==> config.mk <==
export PLATFORM = sky130hd
export DESIGN_NAME = uifmc_top
export DESIGN_NICKNAME = d
export VERILOG_FILES = /design/src/shared/uifmc_pkg.sv /design/src/hw/uifmc_sync.sv /design/src/hw/uifmc_top.sv
export VERILOG_INCLUDE_DIRS = /design/src /design/src/shared
export SDC_FILE = /design/constraint.sdc
export NUM_CORES = 1
export LEC_CHECK = 0
export ABC_AREA = 1
export BUFFER_PORTS_ARGS = -buffer_cell sky130_fd_sc_hd__buf_2
export CORE_UTILIZATION = 45
export DETAILED_ROUTE_END_ITERATION = 8
export PLACE_DENSITY = 0.7
export SYNTH_ARGS = -nofsm -noshare
export SYNTH_HDL_FRONTEND = slang
export SYNTH_SLANG_ARGS = --single-unit
==> constraint.sdc <==
create_clock -name CLK -period 3.85 [get_ports CLK]
set_clock_uncertainty 0.2 [all_clocks]
set_input_delay 0.1925 -clock CLK [delete_from_list [all_inputs] [get_ports CLK]]
set_output_delay 0.1925 -clock CLK [all_outputs]
set_load 0.01 [all_outputs]
==> src/shared/uifmc_map.svh <==
// register offsets, field positions and reset values of the uart irq/flow/modem block
`ifndef UIFMC_MAP_SVH
`define UIFMC_MAP_SVH

// register byte offsets
`define UIFMC_OFF_FIFO_LEVEL 8'h00
`define UIFMC_OFF_FLOW_CTRL 8'h04
`define UIFMC_OFF_IRQ_ENABLE 8'h08
`define UIFMC_OFF_IRQ_RAW 8'h0C
`define UIFMC_OFF_IRQ_MASKED 8'h10
`define UIFMC_OFF_IRQ_CLEAR 8'h14
`define UIFMC_OFF_MODEM_SET 8'h18
`define UIFMC_OFF_MODEM_CLEAR 8'h1C
`define UIFMC_OFF_MODEM_STATUS 8'h20

// fifo level register fields
`define UIFMC_TX_SEL_LSB 0
`define UIFMC_RX_SEL_LSB 4

// flow control register fields
`define UIFMC_CTS_GATED_BIT 0
`define UIFMC_RTS_DRIVEN_BIT 1

// modem control fields
`define UIFMC_DTR_BIT 0
`define UIFMC_RTS_BIT 1

// interrupt source positions
`define UIFMC_IRQ_ADDR_MATCH 0
`define UIFMC_IRQ_OVERRUN 1
`define UIFMC_IRQ_BREAK 2
`define UIFMC_IRQ_PARITY 3
`define UIFMC_IRQ_FRAMING 4
`define UIFMC_IRQ_RX_TIMEOUT 5
`define UIFMC_IRQ_TRANSMIT 6
`define UIFMC_IRQ_RECEIVE 7
`define UIFMC_IRQ_DSR 8
`define UIFMC_IRQ_DCD 9
`define UIFMC_IRQ_CTS 10
`define UIFMC_IRQ_RI 11
`define UIFMC_IRQ_COUNT 12

// modem status input positions
`define UIFMC_MS_CTS 0
`define UIFMC_MS_DSR 1
`define UIFMC_MS_DCD 2
`define UIFMC_MS_RI 3

// reset values
`define UIFMC_RST_FIFO_SEL 3'h2
`define UIFMC_RST_IRQ_ENABLE 12'h000
`define UIFMC_RST_FLOW 2'h0
`define UIFMC_RST_MODEM 2'h0

`endif

==> src/shared/uifmc_pkg.sv <==
// types shared by the uart irq/flow/modem block
package uifmc_pkg;

    // fifo fill threshold selection, in eighths of depth
    typedef enum logic [2:0] {
        THRESH_ONE_EIGHTH,
        THRESH_TWO_EIGHTHS,
        THRESH_FOUR_EIGHTHS,
        THRESH_SIX_EIGHTHS,
        THRESH_SEVEN_EIGHTHS
    } uifmc_thresh_type;

    // wishbone classic request from the master
    typedef struct packed {
        logic cyc;
        logic stb;
        logic we;
        logic [7:0] adr;
        logic [3:0] sel;
        logic [31:0] dat;
    } uifmc_wb_req_type;

    // one-cycle event pulses from the receive datapath
    typedef struct packed {
        logic address_match;
        logic overrun;
        logic break_seen;
        logic parity_fault;
        logic framing_fault;
        logic receive_timeout;
    } uifmc_rx_event_type;

    // modem status lines, high means asserted
    typedef struct packed {
        logic ri;
        logic dcd;
        logic dsr;
        logic cts;
    } uifmc_modem_in_type;

endpackage

==> src/hw/uifmc_sync.sv <==
// two-flop synchroniser for a group of asynchronous input pins
`timescale 1ns/10ps
module uifmc_sync #(
    parameter int WIDTH = 4
) (
    // clock and reset
    input wire logic CLK,
    input wire logic SYS_RST,
    input wire logic CE,
    // asynchronous in, synchronous out
    input wire logic [WIDTH-1:0] D,
    output logic [WIDTH-1:0] Q
);

    typedef struct packed {
        logic [WIDTH-1:0] meta;
        logic [WIDTH-1:0] stable;
    } uifmc_sync_state_type;

    uifmc_sync_state_type s_q;
    uifmc_sync_state_type s_d;

    // first stage feeds only the second stage
    always_comb begin
        s_d = s_q;
        s_d.meta = D;
        s_d.stable = s_q.meta;
    end

    // state register, frozen while CE is low
    always_ff @(posedge CLK or posedge SYS_RST) begin
        if (SYS_RST) begin
            s_q <= '0;
        end else if (CE) begin
            s_q <= s_d;
        end
    end

    assign Q = s_q.stable;

endmodule

==> src/hw/uifmc_top.sv <==
// uart interrupt, hardware flow control and modem control block with wishbone registers
//
// Overview of operation
// RULE_01: tx and rx fifo thresholds each select one, two, four, six or seven eighths.
// RULE_02: with cts gating on, transmission is allowed only while cts is asserted.
// RULE_03: with rts driving on, rts asserts only while the receive fifo has room.
// RULE_04: transmit and receive flow enables are independent and read back.
// RULE_05: a per-source enable mask lets software permit sources bit by bit.
// RULE_06: only enabled sources reach the interrupt output.
// RULE_07: twelve sources: address, overrun, break, parity, framing, timeout, tx, rx, modem changes.
// RULE_08: software clears selected sources by mask until their condition recurs.
// RULE_09: both raw and masked interrupt status can be read.
// RULE_10: software deasserts dtr and rts individually by bit mask.
// RULE_11: software asserts dtr and rts individually; unselected outputs stay unchanged.
// RULE_12: present dtr and rts states read back, set meaning asserted.
// RULE_13: interrupt output is the or of masked status, one cycle after changes.
//
// The placing of the registers and the Wishbone interface to the registers were chosen for this implementation.
`timescale 1ns/10ps
`include "uifmc_map.svh"
module uifmc_top #(
    parameter int FIFO_DEPTH = 16,
    parameter int LEVEL_W = 5
) (
    // clock, reset and clock enable
    input wire logic CLK,
    input wire logic SYS_RST,
    input wire logic CE,
    // wishbone classic slave
    input wire uifmc_pkg::uifmc_wb_req_type WB_REQ,
    output logic WB_ACK,
    output logic [31:0] WB_DAT,
    // fifo fill levels from the datapath, same clock
    input wire logic [LEVEL_W-1:0] TX_FIFO_LEVEL,
    input wire logic [LEVEL_W-1:0] RX_FIFO_LEVEL,
    // receive events from the datapath, same clock
    input wire uifmc_pkg::uifmc_rx_event_type RX_EVENTS,
    // modem status pins, asynchronous
    input wire uifmc_pkg::uifmc_modem_in_type MODEM_IN,
    // transmit permission to the serializer
    output logic TX_SEND_OK,
    // modem control pins, high means asserted
    output logic RTS,
    output logic DTR,
    // interrupt to the processor
    output logic IRQ
);

    typedef struct packed {
        uifmc_pkg::uifmc_thresh_type tx_sel;
        uifmc_pkg::uifmc_thresh_type rx_sel;
        logic cts_gated_transmit_enable;
        logic rts_driven_receive_enable;
        logic [`UIFMC_IRQ_COUNT-1:0] irq_en;
        logic [`UIFMC_IRQ_COUNT-1:0] irq_raw;
        logic dtr_sw;
        logic rts_sw;
        logic [3:0] modem_prev;
        logic tx_cond;
        logic rx_cond;
        logic ack;
        logic [31:0] rdat;
        logic irq;
        logic rts_pin;
        logic dtr_pin;
        logic send_ok;
    } uifmc_state_type;

    uifmc_state_type s_q;
    uifmc_state_type s_d;
    logic [3:0] modem_sync;

    // modem pins cross into the clock domain before any use
    uifmc_sync #(
        .WIDTH(4)
    ) u_modem_sync (
        .CLK(CLK),
        .SYS_RST(SYS_RST),
        .CE(CE),
        .D(MODEM_IN),
        .Q(modem_sync)
    );

    // level in entries that an eighths selection stands for
    function automatic logic [LEVEL_W-1:0] thresh_level(input uifmc_pkg::uifmc_thresh_type sel);
        int n;
        n = 1;
        case (sel)
            uifmc_pkg::THRESH_ONE_EIGHTH: n = 1;
            uifmc_pkg::THRESH_TWO_EIGHTHS: n = 2;
            uifmc_pkg::THRESH_FOUR_EIGHTHS: n = 4;
            uifmc_pkg::THRESH_SIX_EIGHTHS: n = 6;
            uifmc_pkg::THRESH_SEVEN_EIGHTHS: n = 7;
            default: n = 1;
        endcase
        return LEVEL_W'((FIFO_DEPTH * n) / 8);
    endfunction

    // only the five legal codes are stored; others keep the old choice
    function automatic uifmc_pkg::uifmc_thresh_type legal_sel(input logic [2:0] code,
                                                              input uifmc_pkg::uifmc_thresh_type old);
        uifmc_pkg::uifmc_thresh_type r;
        r = old;
        if (code <= 3'h4) begin
            r = uifmc_pkg::uifmc_thresh_type'(code);
        end
        return r;
    endfunction

    // byte lanes present on the bus
    logic [31:0] lane_mask;
    logic [31:0] wval;
    logic wr_go;
    logic rd_go;
    logic [`UIFMC_IRQ_COUNT-1:0] irq_set;
    logic [`UIFMC_IRQ_COUNT-1:0] irq_clr;
    logic [3:0] modem_edge;
    logic tx_cond_now;
    logic rx_cond_now;
    logic rx_has_room;

    // byte lane expansion, one generate per lane
    genvar g;
    generate
        for (g = 0; g < 4; g++) begin : g_lane
            assign lane_mask[g*8 +: 8] = {8{WB_REQ.sel[g]}};
        end
    endgenerate

    // register map, byte offsets on the bus:
    //   00 fifo level, rw: tx selection in 2:0, rx selection in 6:4
    //   04 flow control, rw: bit 0 cts gating, bit 1 rts driving
    //   08 interrupt enable, rw, merged per byte lane
    //   0c raw interrupt status, ro
    //   10 masked interrupt status, ro, raw and enable
    //   14 interrupt clear, wo, a one clears
    //   18 modem set, a one asserts; reads back the dtr and rts pins
    //   1c modem clear, wo, a one deasserts
    //   20 modem status, ro, synchronised cts, dsr, dcd and ri
    // unmapped offsets are acked, read zero and ignore writes
    // selection codes 0 to 4 stand for one, two, four, six and seven eighths
    // fields that need lane 0 ignore writes without it

    // timing of one classic cycle:
    //   edge 1 sees the request, raises ack and latches read data
    //   edge 2 sees ack high; a write lands here and ack drops
    //   the master releases before it asks again
    // request decode; writes land on the edge that samples ack
    always_comb begin
        wval = WB_REQ.dat & lane_mask;
        wr_go = WB_REQ.cyc && WB_REQ.stb && WB_REQ.we && s_q.ack;
        rd_go = WB_REQ.cyc && WB_REQ.stb && !WB_REQ.we && !s_q.ack;
    end

    // threshold events are crossings, not levels: a cleared transmit or
    // receive bit stays clear while the fifo sits past its threshold
    // a selection change that moves the threshold across the level
    // counts as a crossing, since the stored condition is compared each cycle

    // threshold conditions; tx fires when level falls to it, rx when it rises to it
    always_comb begin
        tx_cond_now = TX_FIFO_LEVEL <= thresh_level(s_q.tx_sel); // RULE_01
        rx_cond_now = RX_FIFO_LEVEL >= thresh_level(s_q.rx_sel); // RULE_01
        rx_has_room = 32'(RX_FIFO_LEVEL) < FIFO_DEPTH;
        modem_edge = modem_sync ^ s_q.modem_prev;
    end

    // interrupt sources:
    //   0 address match, 1 overrun, 2 break, 3 parity, 4 framing
    //   5 receive timeout, 6 transmit level, 7 receive level
    //   8 dsr, 9 dcd, 10 cts, 11 ri changes
    // a modem pin change reaches its status bit three edges later
    // hazard: events arriving while CE is low are not remembered

    // event sources; entering a condition sets, so a clear holds until it recurs
    always_comb begin
        irq_set = '0;
        irq_set[`UIFMC_IRQ_ADDR_MATCH] = RX_EVENTS.address_match; // RULE_07
        irq_set[`UIFMC_IRQ_OVERRUN] = RX_EVENTS.overrun;
        irq_set[`UIFMC_IRQ_BREAK] = RX_EVENTS.break_seen;
        irq_set[`UIFMC_IRQ_PARITY] = RX_EVENTS.parity_fault;
        irq_set[`UIFMC_IRQ_FRAMING] = RX_EVENTS.framing_fault;
        irq_set[`UIFMC_IRQ_RX_TIMEOUT] = RX_EVENTS.receive_timeout;
        irq_set[`UIFMC_IRQ_TRANSMIT] = tx_cond_now && !s_q.tx_cond;
        irq_set[`UIFMC_IRQ_RECEIVE] = rx_cond_now && !s_q.rx_cond;
        irq_set[`UIFMC_IRQ_DSR] = modem_edge[`UIFMC_MS_DSR];
        irq_set[`UIFMC_IRQ_DCD] = modem_edge[`UIFMC_MS_DCD];
        irq_set[`UIFMC_IRQ_CTS] = modem_edge[`UIFMC_MS_CTS];
        irq_set[`UIFMC_IRQ_RI] = modem_edge[`UIFMC_MS_RI];
        irq_clr = '0;
        if (wr_go && WB_REQ.adr == `UIFMC_OFF_IRQ_CLEAR) begin
            irq_clr = wval[`UIFMC_IRQ_COUNT-1:0]; // RULE_08
        end
    end

    // next state of the whole block
    always_comb begin
        s_d = s_q;

        // wishbone answer one cycle after the request, dropped the cycle after
        s_d.ack = WB_REQ.cyc && WB_REQ.stb && !s_q.ack;

        // status: a set in the same cycle as its clear wins
        s_d.irq_raw = (s_q.irq_raw & ~irq_clr) | irq_set; // RULE_08
        s_d.tx_cond = tx_cond_now;
        s_d.rx_cond = rx_cond_now;
        s_d.modem_prev = modem_sync;

        // register writes
        if (wr_go) begin
            if (WB_REQ.adr == `UIFMC_OFF_FIFO_LEVEL) begin
                if (WB_REQ.sel[0]) begin
                    s_d.tx_sel = legal_sel(WB_REQ.dat[`UIFMC_TX_SEL_LSB +: 3], s_q.tx_sel); // RULE_01
                    s_d.rx_sel = legal_sel(WB_REQ.dat[`UIFMC_RX_SEL_LSB +: 3], s_q.rx_sel); // RULE_01
                end
            end else if (WB_REQ.adr == `UIFMC_OFF_FLOW_CTRL) begin
                if (WB_REQ.sel[0]) begin
                    s_d.cts_gated_transmit_enable = WB_REQ.dat[`UIFMC_CTS_GATED_BIT]; // RULE_04
                    s_d.rts_driven_receive_enable = WB_REQ.dat[`UIFMC_RTS_DRIVEN_BIT]; // RULE_04
                end
            end else if (WB_REQ.adr == `UIFMC_OFF_IRQ_ENABLE) begin
                // per-byte merge so a narrow write touches only its lanes
                s_d.irq_en = (s_q.irq_en & ~lane_mask[`UIFMC_IRQ_COUNT-1:0])
                           | wval[`UIFMC_IRQ_COUNT-1:0]; // RULE_05
            end else if (WB_REQ.adr == `UIFMC_OFF_MODEM_SET) begin
                s_d.dtr_sw = s_q.dtr_sw | wval[`UIFMC_DTR_BIT]; // RULE_11
                s_d.rts_sw = s_q.rts_sw | wval[`UIFMC_RTS_BIT]; // RULE_11
            end else if (WB_REQ.adr == `UIFMC_OFF_MODEM_CLEAR) begin
                s_d.dtr_sw = s_q.dtr_sw & ~wval[`UIFMC_DTR_BIT]; // RULE_10
                s_d.rts_sw = s_q.rts_sw & ~wval[`UIFMC_RTS_BIT]; // RULE_10
            end
        end

        // register reads, captured on the edge that raises ack
        s_d.rdat = '0;
        if (rd_go) begin
            if (WB_REQ.adr == `UIFMC_OFF_FIFO_LEVEL) begin
                s_d.rdat[`UIFMC_TX_SEL_LSB +: 3] = s_q.tx_sel;
                s_d.rdat[`UIFMC_RX_SEL_LSB +: 3] = s_q.rx_sel;
            end else if (WB_REQ.adr == `UIFMC_OFF_FLOW_CTRL) begin
                // both zero reads back as no_hardware_handshake
                s_d.rdat[`UIFMC_CTS_GATED_BIT] = s_q.cts_gated_transmit_enable; // RULE_04
                s_d.rdat[`UIFMC_RTS_DRIVEN_BIT] = s_q.rts_driven_receive_enable; // RULE_04
            end else if (WB_REQ.adr == `UIFMC_OFF_IRQ_ENABLE) begin
                s_d.rdat[`UIFMC_IRQ_COUNT-1:0] = s_q.irq_en;
            end else if (WB_REQ.adr == `UIFMC_OFF_IRQ_RAW) begin
                s_d.rdat[`UIFMC_IRQ_COUNT-1:0] = s_q.irq_raw; // RULE_09
            end else if (WB_REQ.adr == `UIFMC_OFF_IRQ_MASKED) begin
                s_d.rdat[`UIFMC_IRQ_COUNT-1:0] = s_q.irq_raw & s_q.irq_en; // RULE_09
            end else if (WB_REQ.adr == `UIFMC_OFF_MODEM_SET) begin
                // the pins as driven, including hardware rts
                s_d.rdat[`UIFMC_DTR_BIT] = s_q.dtr_pin; // RULE_12
                s_d.rdat[`UIFMC_RTS_BIT] = s_q.rts_pin; // RULE_12
            end else if (WB_REQ.adr == `UIFMC_OFF_MODEM_STATUS) begin
                s_d.rdat[3:0] = modem_sync;
            end
            // clear registers, write-only ones and holes read as zero
        end

        // interrupt line from the registered status and mask
        s_d.irq = |(s_q.irq_raw & s_q.irq_en); // RULE_06 RULE_13

        // flow control trade-offs:
        //   cts is seen through the synchroniser, so a deasserted cts may
        //   still let the serializer start for up to three cycles; the far
        //   side must allow a character or so of slack
        //   hardware rts drops only when the fifo is completely full, so the
        //   far side must stop within the time of one character
        //   software rts and dtr keep their values while hardware drives rts
        // transmit gate; cts is the synchronised copy, two cycles behind the pin
        s_d.send_ok = !s_q.cts_gated_transmit_enable || modem_sync[`UIFMC_MS_CTS]; // RULE_02

        // rts from fifo room in hardware mode, else from software
        if (s_q.rts_driven_receive_enable) begin
            s_d.rts_pin = rx_has_room; // RULE_03
        end else begin
            s_d.rts_pin = s_q.rts_sw; // RULE_10 RULE_11
        end
        s_d.dtr_pin = s_q.dtr_sw;
    end

    // state register, frozen while CE is low
    always_ff @(posedge CLK or posedge SYS_RST) begin
        if (SYS_RST) begin
            s_q <= '0;
            s_q.tx_sel <= uifmc_pkg::uifmc_thresh_type'(`UIFMC_RST_FIFO_SEL);
            s_q.rx_sel <= uifmc_pkg::uifmc_thresh_type'(`UIFMC_RST_FIFO_SEL);
            s_q.irq_en <= `UIFMC_RST_IRQ_ENABLE;
            {s_q.rts_driven_receive_enable, s_q.cts_gated_transmit_enable} <= `UIFMC_RST_FLOW;
            {s_q.rts_sw, s_q.dtr_sw} <= `UIFMC_RST_MODEM;
            s_q.send_ok <= 1'b1;
            // tx threshold state starts true and rx starts false, so reset with empty fifos raises no event
            s_q.tx_cond <= 1'b1;
            s_q.rx_cond <= 1'b0;
        end else if (CE) begin
            s_q <= s_d;
        end
    end

    // outputs straight from the state register
    assign WB_ACK = s_q.ack;
    assign WB_DAT = s_q.rdat;
    assign IRQ = s_q.irq;
    assign RTS = s_q.rts_pin;
    assign DTR = s_q.dtr_pin;
    assign TX_SEND_OK = s_q.send_ok;

endmodule

==> metrics.yaml <==
clock_network:
  post_cts.resized_instances: 0
  clock-sinks: 65
  ctsRootBufferMaster: "sky130_fd_sc_hd__clkbuf_8"
  postCtsSetupBuffers: 0
  clkTransAtPathRegs_ns: 0.07
  tritoncts: "yes"
  clockBufferDepth: 2
  cts_max_level: 3
  cts_inserted_buffers: 9
  cts.hold.buffers_added: 30
  worst_skew_pair.late_latency_ns: 0.34
timing:
  slew-limit-headroom_pct: 42.52
  final.period_utilization_pct: 64.29
  final.min_clock_period_ns: 2.475
  fin_setup_tns_ns: 0
  final_hold_viol_count: 0
  setup-violations-final: 0
  setup_repair_after_global_routing_missed_its_margin: "no"
  maxClockFrequency_mhz: 404.0
  timing_max_transition_violations_final: 0
  setup_ws_ns: 1.375
  tightest_slew_ns: 0.8610
yosys:
  post_synth_main_area_contributors: "sky130_fd_sc_hd__dfrtp_1 (40%), sky130_fd_sc_hd__nand2_1 (17%), sky130_fd_sc_hd__buf_4 (6.3%), sky130_fd_sc_hd__o21ai_0 (6.0%), sky130_fd_sc_hd__inv_1 (4.6%)"
  main_combinational_cell_family_by_area_after_synthesis: "simple AND/OR/NAND/NOR gates"
  synth_warnings: 0
  synth.top_cell.area_share_pct: 40.11
  synth_edf_count: 0
  synth_simple_gate_area_share_pct: 31.07
  synthXorXnorAreaFrac_pct: 0
  synth_compound_gate_area_share_pct: 11.28
  synth.distinct_cells: 39
  synth-main-ff-cell: "sky130_fd_sc_hd__dfrtp_1"
  post_synth_instance_area_um2: 3806
  post_synth_inst_count: 507
  async_reset_ff_share_pct: 100.0
  syn-mean-instance-area_um2: 7.507
  synth-seq-area-share_pct: 42.87
  yosys-mux-area-fraction_pct: 0
  yosys.area_share.adder_pct: 1.972
  yosys.area.top_type: "sky130_fd_sc_hd__dfrtp_1"
  ys_ff_latch: 65
run:
  max-cap-violations: 0
power:
  leakagePower_nw: 2.381
  total_power_mw: 1.387
  vdd.ir_drop.worst_v: 0.0001707
  power-per-cell-area_nw_per_um2: 306.2
global_routing:
  grt.total_usage_pct: 23.53
  gr-total-overflow: 0
  global_route.usage.met2_pct: 37.47
  met1_usage_pct: 31.12
  number_of_global_route_vias_before_repair: 3471
  grt.busiest_layer: "met2"
  grt_start_max_net_pins: 44
  global_route.usage.met3_pct: 3.964
  number_of_antenna_violations_at_the_first_check_in_global_routing: 0
  grt_pass1_wl_um: 15990
worst_setup_path:
  reg2reg_slack_ns: 1.46
  worstSetupEndpointType: "flip-flop"
  kind_of_start_point_of_the_critical_path: "input pin"
  critical_path.reg2reg.endpoint: "s_q[47]$_DFFE_PP0P_"
  critPathArrivalTime_ns: 2.50
  timing_worst_setup_path_type: "in -> reg"
  setup.worst_path.start: "WB_REQ[44]"
  worstReg2RegStart: "WB_ACK$_DFFE_PP0P_"
  path_max_fanout: 9
  worst_setup_path_endpoint: "s_q[47]$_DFFE_PP0P_"
  crit_required_ns: 3.87
  timing.reg2reg.worst_path_depth: 7
detailed_routing:
  antenna_left: 0
  firstDrtPassIters: 5
  drt_iter0_markers: 173
  dr_total_vias: 3561
  drt_drc_violations_left: 0
  vias_per_cell: 5.080
  wl_per_cell_um: 13.37
  drt_total_wl_um: 9370
layout:
  fin_cells: 701
  final_layout_size_suffix_gt1_share_pct: 17.95
  nets: 669
  area.growth.synth_to_final_pct: 19.03
  n_antenna_cell: 0
  final_cell_area_um2: 4531
floorplan:
  row_count: 33
  die_h_um: 93.97
  num_io_pins: 107
  die_x_um: 93.97
  initial_core_util_pct: 46.32
  die-area_um2: 8829
  core_region_area_um2: 8217
placement:
  dp_hpwl_um: 6808
  placed_area_um2: 4066
  detailedPlace.worstSlack_ns: 1.765
  place_inst: 657
  place.gp.congestion: 0.8790
  port-buffer-count: 64
hold_path:
  path_class_of_the_lowest_slack_min_delay_path: "in -> reg"
outcome:
  run_status: "complete, no violations"
[cells in the mapped netlist (2+ instances only)]
cell type / n
sky130_fd_sc_hd__nand2_1: 176
sky130_fd_sc_hd__nor3_1: 9
sky130_fd_sc_hd__buf_4: 32
sky130_fd_sc_hd__nor2_1: 24
sky130_fd_sc_hd__nor2_8: 2
sky130_fd_sc_hd__o211ai_1: 4
sky130_fd_sc_hd__nor2_2: 2
sky130_fd_sc_hd__clkbuf_1: 3
sky130_fd_sc_hd__inv_2: 6
sky130_fd_sc_hd__nand2_2: 2
sky130_fd_sc_hd__o21ai_1: 6
sky130_fd_sc_hd__inv_1: 47
sky130_fd_sc_hd__nand4_1: 5
sky130_fd_sc_hd__buf_2: 3
sky130_fd_sc_hd__o21ai_0: 46
sky130_fd_sc_hd__buf_1: 2
sky130_fd_sc_hd__dfrtp_1: 61
sky130_fd_sc_hd__nand3_1: 28
sky130_fd_sc_hd__dfstp_2: 4
sky130_fd_sc_hd__ha_1: 6
sky130_fd_sc_hd__a21oi_1: 17
sky130_fd_sc_hd__a31oi_1: 2
sky130_fd_sc_hd__nor2_4: 4
[how the worst min path moves through the flow]
stage | from | endpoint | slack (ns) | cells after the start
2_1_floorplan | WB_REQ[0] | flip-flop | 0.10 | 2
3_3_place_gp | RX_EVENTS[1] | s_q[49]$_DFFE_PP0P_ | 0.20 | 3
3_5_place_dp | MODEM_IN[2] | u_modem_sync.s_d[2]$_DFFE_PP0P_ | 0.20 | 3
4_1_cts | WB_REQ[33] | s_q[54]$_DFFE_PP0P_ | 0.03 | 4
5_1_grt | WB_REQ[33] | s_q[54]$_DFFE_PP0P_ | 0.05 | 4
6_report | WB_REQ[33] | s_q[54]$_DFFE_PP0P_ | 0.03 | 4
[layout make-up]
cell class / instances / area [um^2]
Multi-Input combinational cell: 367 / 1762
Inverter: 53 / 198.9
Fill cell: 792 / 3686
Clock inverter: 1 / 5.005
Tap cell: 105 / 131.4
Sequential cell: 65 / 1632
Timing Repair Buffer: 97 / 643.1
Clock buffer: 13 / 158.9
[per-layer routing]
layer  wire length [um]  vias up
met1               4290     1672
li1                   -     1745
met4                219        0
met3                511       22
met5                  0        -
met2               4348      122
[worst max-delay path: stages]
cell and delay [ns]:
sky130_fd_sc_hd__dlygate4sd3_1 0.52, sky130_fd_sc_hd__buf_2 0.12, sky130_fd_sc_hd__nand3_1 0.22, sky130_fd_sc_hd__inv_2 0.23
sky130_fd_sc_hd__nand3b_4 0.16, sky130_fd_sc_hd__or2_1 0.31, sky130_fd_sc_hd__o21ai_1 0.13, sky130_fd_sc_hd__nand2_1 0.06
sky130_fd_sc_hd__dlygate4sd3_1 0.55
[metrics by stage]
stage	utilization [%]	hold WS [ns]
after global placement	49.49	0.1976
after detailed placement	49.49	0.2039
after CTS	55.14	0.02591
after floorplan	-	0.1021
after global routing	55.14	0.05381
final	55.14	0.03151
[report_power, final]
part           switching (mW)  leakage, nW  internal, mW
Sequential             0.0107        0.808         0.701
Clock                   0.250       0.0854         0.261
Combinational           0.102         1.49        0.0615
Total                   0.363         2.38          1.02
[placed cells by master, fill, tap and decap left out, types with 5 or more instances in the layout]
cell	count
sky130_fd_sc_hd__a21oi_1	17
sky130_fd_sc_hd__buf_2	64
sky130_fd_sc_hd__clkbuf_8	11
sky130_fd_sc_hd__conb_1	20
sky130_fd_sc_hd__dfrtp_1	61
sky130_fd_sc_hd__dlygate4sd3_1	30
sky130_fd_sc_hd__ha_1	6
sky130_fd_sc_hd__inv_1	46
sky130_fd_sc_hd__inv_2	7
sky130_fd_sc_hd__nand2_1	176
sky130_fd_sc_hd__nand3_1	28
sky130_fd_sc_hd__nand4_1	5
sky130_fd_sc_hd__nor2_1	24
sky130_fd_sc_hd__nor3_1	9
sky130_fd_sc_hd__o21ai_0	46
sky130_fd_sc_hd__o21ai_1	6
[kinds of logic (layout without fill, tap and decap cells)]
| kind of cell | count (synthesis) | count (layout) |
|---|---|---|
| DFF | 65 | 65 |
| adders and majority gates | 6 | 6 |
| and+or+nand+nor | 261 | 261 |
| buffers and inverters | 94 | 164 |
| other | 1 | 20 |
| AOI/OAI and AO/OA | 80 | 80 |
(Power assumes the default switching activity.)
